File: config.mk
export PLATFORM = sky130hd
export DESIGN_NAME = tio_terminal_io
export DESIGN_NICKNAME = d
export VERILOG_FILES = /design/src/tio_pkg.sv /design/src/tio_terminal_io.sv
export SDC_FILE = /design/constraint.sdc
export NUM_CORES = 1
export LEC_CHECK = 0
export BUFFER_PORTS_ARGS = -buffer_cell sky130_fd_sc_hd__buf_2
export CAP_MARGIN = 20
export CORE_ASPECT_RATIO = 1.75
export CORE_UTILIZATION = 50
export CTS_CLUSTER_DIAMETER = 200
export DETAILED_ROUTE_END_ITERATION = 16
export GPL_TIMING_DRIVEN = 0
export PLACE_DENSITY_LB_ADDON = 0.15
export SLEW_MARGIN = 20
export SYNTH_ARGS = -nofsm -noshare
export SYNTH_HDL_FRONTEND = slang
export SYNTH_SLANG_ARGS = --single-unit
File: constraint.sdc
create_clock -name clk -period 3.4 [get_ports clk]
set_input_delay 0.51 -clock clk [delete_from_list [all_inputs] [get_ports clk]]
set_output_delay 0.51 -clock clk [all_outputs]
set_load 0.02 [all_outputs]
File: src/tio_pkg.sv
// package for the terminal i/o software-override block: register indices, field layout,
// reset values and value limits shared by the design and the bench.
// assumes a 32-bit apb master; byte address of a register is four times its index.
package tio_pkg;

  // register indices, as printed; the byte address is index * 4
  localparam logic [11:0] IDX_VIRTUAL_INPUT_STATES   = 12'h630;
  localparam logic [11:0] IDX_SOFTWARE_OUTPUT_STATES = 12'h631;
  localparam logic [11:0] IDX_OUT_CFG_ONE            = 12'h611;
  localparam logic [11:0] IDX_OUT_CFG_TWO            = 12'h612;
  localparam logic [11:0] IDX_IN_CFG_BASE            = 12'h620; // four in a row, one each

  localparam int unsigned NUM_IN_TERMS  = 4;
  localparam int unsigned NUM_OUT_TERMS = 2;

  // reset (factory) values
  localparam logic [15:0] VIRTUAL_INPUT_RST   = 16'h0000;
  localparam logic [15:0] SOFTWARE_OUTPUT_RST = 16'h0000;
  localparam logic [15:0] OUT_CFG_ONE_RST     = 16'h0001;
  localparam logic [15:0] OUT_CFG_TWO_RST     = 16'h0002;
  localparam logic [15:0] IN_CFG_RST          = 16'h0000;

  // accepted value limits
  localparam logic [15:0] VIRTUAL_INPUT_MAX   = 16'h03ff;
  localparam logic [15:0] SOFTWARE_OUTPUT_MAX = 16'h003f;
  localparam logic [7:0]  OUT_FUNC_MAX        = 8'h0f;
  localparam logic [7:0]  IN_FUNC_MAX         = 8'h2f;
  localparam logic [7:0]  FUNC_OFF            = 8'h00;

  // field positions of a terminal configuration word (0xWZYX)
  localparam int unsigned CFG_FUNC_LSB = 0;
  localparam int unsigned CFG_POL_LSB  = 8;
  localparam int unsigned CFG_SRC_LSB  = 12;

  // terminal configuration word: source select, polarity, function code
  typedef struct packed {
    logic [3:0] src;   // bit 0: 0 = hardware/function, 1 = software register
    logic [3:0] pol;   // bit 0: 0 = active on, 1 = inverted
    logic [7:0] func;  // function code
  } tio_cfg_s;

  // apb request from the master, published signal names kept
  typedef struct packed {
    logic        psel;
    logic        penable;
    logic        pwrite;
    logic [15:0] paddr;
    logic [31:0] pwdata;
  } tio_apb_req_s;

endpackage : tio_pkg

File: src/tio_terminal_io.sv
// terminal i/o software override: apb register file, input terminal source and polarity
// resolution, input function mapping and output terminal source and polarity selection.
// assumes one clock, synchronous inputs and a well-behaved apb master.
//
// Contract
// - an output terminal's function code 00..0f picks which internal function it carries
// - polarity 0 passes the state through, polarity 1 inverts it
// - output source 0 takes the function state, source 1 the software register bit
// - virtual input register bits 0..3 give terminals one to four when sourced by software
// - virtual input register accepts 0x0000..0x03ff only; bits 4..9 carry nothing
// - software output bit 0 drives terminal one, bit 1 terminal two, when selected
// - software output register accepts 0x0000..0x003f only; bits 2..5 drive nothing
// - both software state registers reset to 0x0000
// - input source 0 takes the hardware pin, source 1 the virtual input bit
`timescale 1ns/1ps

module tio_terminal_io #(
  parameter int unsigned NUM_OUT_FUNCS = 16,
  parameter int unsigned NUM_IN_FUNCS  = 48
) (
  input  wire logic                     clk,
  input  wire logic                     rstn,
  input  wire logic                     ce,
  input  wire tio_pkg::tio_apb_req_s    apb_req,
  output logic                          pready,
  output logic [31:0]                   prdata,
  output logic                          pslverr,
  input  wire logic [3:0]               phys_in,
  input  wire logic [NUM_OUT_FUNCS-1:0] out_func_states,
  output logic [3:0]                    term_in_state,
  output logic [NUM_IN_FUNCS-1:0]       in_func_states,
  output logic [1:0]                    term_out
);

  // the logic indexes functions by code, so every legal code must have a slot
  if (NUM_OUT_FUNCS < 16 || NUM_OUT_FUNCS > 256) begin : g_chk_out
    $error("NUM_OUT_FUNCS must lie in 16..256");
  end
  if (NUM_IN_FUNCS < 48 || NUM_IN_FUNCS > 256) begin : g_chk_in
    $error("NUM_IN_FUNCS must lie in 48..256");
  end

  localparam logic [15:0] ADDR_VIN    = {2'b00, tio_pkg::IDX_VIRTUAL_INPUT_STATES, 2'b00};
  localparam logic [15:0] ADDR_SWOUT  = {2'b00, tio_pkg::IDX_SOFTWARE_OUTPUT_STATES, 2'b00};
  localparam logic [15:0] ADDR_OCFG1  = {2'b00, tio_pkg::IDX_OUT_CFG_ONE, 2'b00};
  localparam logic [15:0] ADDR_OCFG2  = {2'b00, tio_pkg::IDX_OUT_CFG_TWO, 2'b00};
  localparam logic [15:0] ADDR_ICFG0  = {2'b00, tio_pkg::IDX_IN_CFG_BASE, 2'b00};

  // register state
  logic [15:0]       vin_q,   vin_d;
  logic [15:0]       swout_q, swout_d;
  tio_pkg::tio_cfg_s incfg_q  [4];
  tio_pkg::tio_cfg_s incfg_d  [4];
  tio_pkg::tio_cfg_s outcfg_q [2];
  tio_pkg::tio_cfg_s outcfg_d [2];
  logic [31:0]       prdata_q, prdata_d;
  logic              pslverr_q, pslverr_d;

  // terminal state
  logic [3:0]              term_in_q,  term_in_d;
  logic [NUM_IN_FUNCS-1:0] in_func_q,  in_func_d;
  logic [1:0]              term_out_q, term_out_d;

  // decode of the held request
  logic        setup_ph;
  logic        acc_ph;
  logic        wr_fire;
  logic        hit;
  logic        wr_ok;
  logic [31:0] rd_val;
  logic [15:0] wdat;

  // a configuration word is legal when each field is inside its range
  function automatic logic cfg_ok(input logic [15:0] v, input logic [7:0] fmax);
    cfg_ok = (v[7:0] <= fmax) && (v[11:9] == 3'h0) && (v[15:13] == 3'h0);
  endfunction

  // zero wait states; ce low stalls the access phase, but if ce is low at the edge ending setup the old read data and error are returned
  assign setup_ph = apb_req.psel && !apb_req.penable;
  assign acc_ph   = apb_req.psel && apb_req.penable;
  assign pready   = acc_ph && ce;
  assign wr_fire  = pready && apb_req.pwrite;
  assign wdat     = apb_req.pwdata[15:0];
  assign prdata   = prdata_q;
  assign pslverr  = pslverr_q;

  // address decode, read mux and write legality check
  always_comb begin
    hit    = 1'b1;
    wr_ok  = 1'b0;
    rd_val = 32'h0000_0000;
    if (apb_req.paddr == ADDR_VIN) begin
      rd_val = {16'h0000, vin_q};
      wr_ok  = (apb_req.pwdata <= {16'h0000, tio_pkg::VIRTUAL_INPUT_MAX});
    end else if (apb_req.paddr == ADDR_SWOUT) begin
      rd_val = {16'h0000, swout_q};
      wr_ok  = (apb_req.pwdata <= {16'h0000, tio_pkg::SOFTWARE_OUTPUT_MAX});
    end else if (apb_req.paddr == ADDR_OCFG1) begin
      rd_val = {16'h0000, outcfg_q[0]};
      wr_ok  = (apb_req.pwdata[31:16] == 16'h0000) && cfg_ok(wdat, tio_pkg::OUT_FUNC_MAX);
    end else if (apb_req.paddr == ADDR_OCFG2) begin
      rd_val = {16'h0000, outcfg_q[1]};
      wr_ok  = (apb_req.pwdata[31:16] == 16'h0000) && cfg_ok(wdat, tio_pkg::OUT_FUNC_MAX);
    end else if (apb_req.paddr[15:4] == ADDR_ICFG0[15:4] && apb_req.paddr[1:0] == 2'b00) begin
      rd_val = {16'h0000, incfg_q[apb_req.paddr[3:2]]};
      wr_ok  = (apb_req.pwdata[31:16] == 16'h0000) && cfg_ok(wdat, tio_pkg::IN_FUNC_MAX);
    end else begin
      hit = 1'b0;
    end
  end

  // register next values; an illegal value is refused whole and the old one kept
  always_comb begin
    vin_d     = vin_q;
    swout_d   = swout_q;
    incfg_d   = incfg_q;
    outcfg_d  = outcfg_q;
    prdata_d  = prdata_q;
    pslverr_d = pslverr_q;
    if (setup_ph) begin
      // read data and error are caught in setup so both come from flip-flops in access
      prdata_d  = apb_req.pwrite ? 32'h0000_0000 : rd_val;
      pslverr_d = !hit || (apb_req.pwrite && !wr_ok);
    end
    if (wr_fire && hit && wr_ok) begin
      if (apb_req.paddr == ADDR_VIN) begin
        vin_d = wdat;
      end else if (apb_req.paddr == ADDR_SWOUT) begin
        swout_d = wdat;
      end else if (apb_req.paddr == ADDR_OCFG1) begin
        outcfg_d[0] = wdat;
      end else if (apb_req.paddr == ADDR_OCFG2) begin
        outcfg_d[1] = wdat;
      end else begin
        incfg_d[apb_req.paddr[3:2]] = wdat;
      end
    end
  end

  // register file flops; ce low freezes everything
  always_ff @(posedge clk) begin
    if (!rstn) begin
      vin_q       <= tio_pkg::VIRTUAL_INPUT_RST;
      swout_q     <= tio_pkg::SOFTWARE_OUTPUT_RST;
      outcfg_q[0] <= tio_pkg::OUT_CFG_ONE_RST;
      outcfg_q[1] <= tio_pkg::OUT_CFG_TWO_RST;
      for (int i = 0; i < 4; i++) begin
        incfg_q[i] <= tio_pkg::IN_CFG_RST;
      end
      prdata_q  <= 32'h0000_0000;
      pslverr_q <= 1'b0;
    end else if (ce) begin
      vin_q     <= vin_d;
      swout_q   <= swout_d;
      incfg_q   <= incfg_d;
      outcfg_q  <= outcfg_d;
      prdata_q  <= prdata_d;
      pslverr_q <= pslverr_d;
    end
  end

  // terminal resolution; only bits 0..3 and 0..1 of the software registers are looked at
  always_comb begin
    logic raw;
    raw       = 1'b0;
    in_func_d = '0;
    for (int i = 0; i < 4; i++) begin
      raw          = incfg_q[i].src[0] ? vin_q[i] : phys_in[i];
      term_in_d[i] = raw ^ incfg_q[i].pol[0];
      // code 00 is off: a terminal so set feeds no function
      if (term_in_d[i] && incfg_q[i].func != tio_pkg::FUNC_OFF) begin
        in_func_d[incfg_q[i].func[5:0]] = 1'b1;
      end
    end
    for (int j = 0; j < 2; j++) begin
      raw = outcfg_q[j].src[0] ? swout_q[j] : out_func_states[outcfg_q[j].func[3:0]];
      term_out_d[j] = raw ^ outcfg_q[j].pol[0];
    end
  end

  // terminal flops: a register written at one edge shows on the terminals one edge later
  always_ff @(posedge clk) begin
    if (!rstn) begin
      term_in_q  <= 4'h0;
      in_func_q  <= '0;
      term_out_q <= 2'h0;
    end else if (ce) begin
      term_in_q  <= term_in_d;
      in_func_q  <= in_func_d;
      term_out_q <= term_out_d;
    end
  end

  assign term_in_state  = term_in_q;
  assign in_func_states = in_func_q;
  assign term_out       = term_out_q;

  // helper values for the checks below, written independently of the datapath
  logic y1_func_raw;
  logic y2_sw_raw;
  logic x1_pin_raw;
  logic x2_vin_raw;
  assign y1_func_raw = out_func_states[outcfg_q[0].func[3:0]] ^ outcfg_q[0].pol[0];
  assign y2_sw_raw   = swout_q[1] ^ outcfg_q[1].pol[0];
  assign x1_pin_raw  = phys_in[0] ^ incfg_q[0].pol[0];
  assign x2_vin_raw  = vin_q[1] ^ incfg_q[1].pol[0];
endmodule // tio_terminal_io

==> results.ini <==
[power]
switchingPower_uw=1270
p_comb_share_pct=9.0
clkPwrFrac_pct=41.4
p_seq_share_pct=49.6
sw_frac_of_total_pct=26.4
powerDensity_nw_per_um2=409
ir_drop_uv=395
p_int_uw=3520
cellLeakagePower_uw=0.00474

[final_layout]
areaGrowthSynthToFinish_pct=16.4
nets=1443
antenna_cells=0
fin_util_pct=59.3
nFillCells=1802
final_cell_mix=dfxtp_1 (199), nor3_1 (167), buf_2 (151), nand2_1 (113), clkbuf_1 (90)
multi_input_area_um2=5480
drive_gt1_share_pct=17.4
final_cell_count_no_fill=1627
seq_area_um2=3980
final_common_cell=dfxtp_1

[logic_synthesis]
synth_warnings=0
synth.avg_cell_area_um2=8.43
ys.flop_type=dfxtp_1
syn_area_um2=10100
ys_ff_latch=199
postSynthCellCount=1192
ys_seq_area_share_pct=39.6
synth_edf_count=0
async_flop_share_pct=0
yosys.cell_types.count=56

[clock_tree]
htreeDepth=4
cts_sinks=199
cts_hold_buffers=0
worstSkewPairLatency_ns=0.45
postCtsResizedCells=0
cts_buffers=17
cts_tree=done
cts.path.max_buffers=2
cts.clk_slew.worst_paths_ns=0.07
post_cts_buffers=0
clockRootBuffer=clkbuf_16

[global_route]
antenna_found_initial=0
grt_first_pass_wirelength_mm=63.2
grt_max_degree=18
grt.overflow.total=0
grtUsageTotal_pct=42.6
grt_pass1_vias=10300

[critical_path]
r2r_slack_ns=0.15
critPathKind=reg -> reg
setup.worst_path.start_class=flip-flop
arrival_ns=3.56
required_ns=3.71
crit_fanout=10
cp-end-kind=flip-flop

[placement]
dp.cells=1595
io_buffers=143
gp_congestion=1.04
dpl.hpwl_mm=32.9

[timing]
hold_violations=0
setup_viol=0
rsz0062_at_grt=no
timing.hold.ws_ns=0.321
drv_slew=0
fmax_mhz=307
tightest_slew_ns=1.01
slew_headroom_pct=31.7
min_period_over_period_pct=95.7
finClkSkew_ns=0.0132
min_period_ns=3.25

[routing]
num_vias=10400
routed_wl_mm=43.2
firstDrtPassIters=7
drtIter0Drc=883
post-route-drc-count=0
drtAntennaViolNets=0
viasPerCell=6.41
wl_per_cell_um=26.6

[floorplanning]
fp.dieW_um=109
start_util_pct=50.9
placementRows=68
coreArea_um2=19700
die_height_um=190
io_pins=162
die_area_um2=20700

[job]
maxCapViolCount=0

[worst_hold_path]
hp-class=in -> reg

[outcome]
outcome=finished clean

-- power by group through the flow --
stage / Clock (µW) / Sequential, µW / Combinational (µW)
6_report: 1980 / 2380 / 430
5_1_grt: 2080 / 2380 / 458
4_1_cts: 1990 / 2380 / 420
3_5_place_dp: 0 / 2430 / 419
3_3_place_gp: 0 / 2430 / 416
2_1_floorplan: 0 / 2470 / 199
-- state kept, by name, indices dropped and copies added, names as in the netlist --
name            count
term_out            2
outcfg_q           32
in_func_states     48
incfg_q            64
prdata             16
swout_q            16
vin_q              16
term_in_state       4
pslverr             1
-- logic make-up after synthesis --
| group | Yosys count | share of synthesized area (%) |
|---|---|---|
| buffers and inverters | 152 | 6.45 |
| AND/OR/NAND/NOR | 547 | 28.8 |
| multiplexers | 91 | 12.1 |
| flip-flops | 199 | 39.6 |
| other | 1 | 0.0373 |
| XOR/XNOR | 5 | 0.436 |
| AO/OA/AOI/OAI | 197 | 12.5 |
-- area by class of cell --
| cell class | count | share of cell area, % |
|---|---|---|
| Clock inverter | 10 | 0.716 |
| Timing Repair Buffer | 143 | 6.12 |
| Tap cell | 245 | 2.62 |
| Buffer | 119 | 4.48 |
| Sequential cell | 199 | 34.0 |
| Inverter | 33 | 1.06 |
| Multi-Input combinational cell | 856 | 46.8 |
| Clock buffer | 22 | 4.14 |
-- final timing paths --
kind / start / endpoint / cells after the start
hold reg to reg: prdata[11] / prdata[11] / 2
setup / recovery: incfg_q[60] / in_func_states[40] / 6
hold / removal: apb_req[6] / vin_q[6] / 3
setup reg to reg: incfg_q[60] / in_func_states[40] / 6
-- Yosys cell counts, drive strengths merged, types with 2 or more instances --
cell	number	share of area, %
a211oi	4	0.40
clkbuf	89	3.3
nand2	113	4.2
a22oi	8	0.60
o2111ai	4	0.35
or2	4	0.25
a222oi	14	1.4
xor2	5	0.44
a21oi	49	2.4
nand3	8	0.40
nand4	6	0.37
mux4	24	5.4
buf	30	1.9
nor2	41	1.5
nor4b	7	0.73
o21a	2	0.15
and2	2	0.12
nand2b	24	1.5
o211ai	12	0.90
nor4	56	3.5
o32ai	9	0.78
and3	71	4.4
mux2i	66	6.6
o21ai	66	3.3
nand3b	16	1.2
a41oi	4	0.35
nor3	168	8.4
or3	8	0.50
or3b	7	0.61
a31oi	11	0.68
nor2b	11	0.68
dfxtp	199	40
a32oi	4	0.35
inv	33	1.2
-- metal layers --
layer | GRT usage, % | vias to the layer above | routed length [µm]
li1 | - | 4715 | -
met1 | 40.4 | 4881 | 13900
met2 | 71.8 | 596 | 21400
met3 | 10.7 | 232 | 2890
met4 | 42.5 | 0 | 5030
met5 | 0 | - | 0
-- metrics by stage --
stage / area [µm²] / power, µW / setup slack [ns] / setup TNS [ns]
after floorplan: 10100 / 2670 / 0.866 / 0
after global placement: 11100 / 2850 / -0.0345 / -0.159
after detailed placement: 11100 / 2850 / -0.0808 / -0.907
after CTS: 11700 / 4790 / 0.377 / 0
after global routing: 11700 / 4920 / 0.0711 / 0
final: 11700 / 4790 / 0.147 / 0
-- worst max-delay path, stage by stage, from the launching register on --
cell,delay [ns]
dfxtp_1,0.39
mux2i_1,0.24
xor2_1,0.79
clkbuf_1,0.62
nor3_1,0.15
nor4_1,0.76
a21oi_1,0.15
Power figures use the tool's default switching activity.
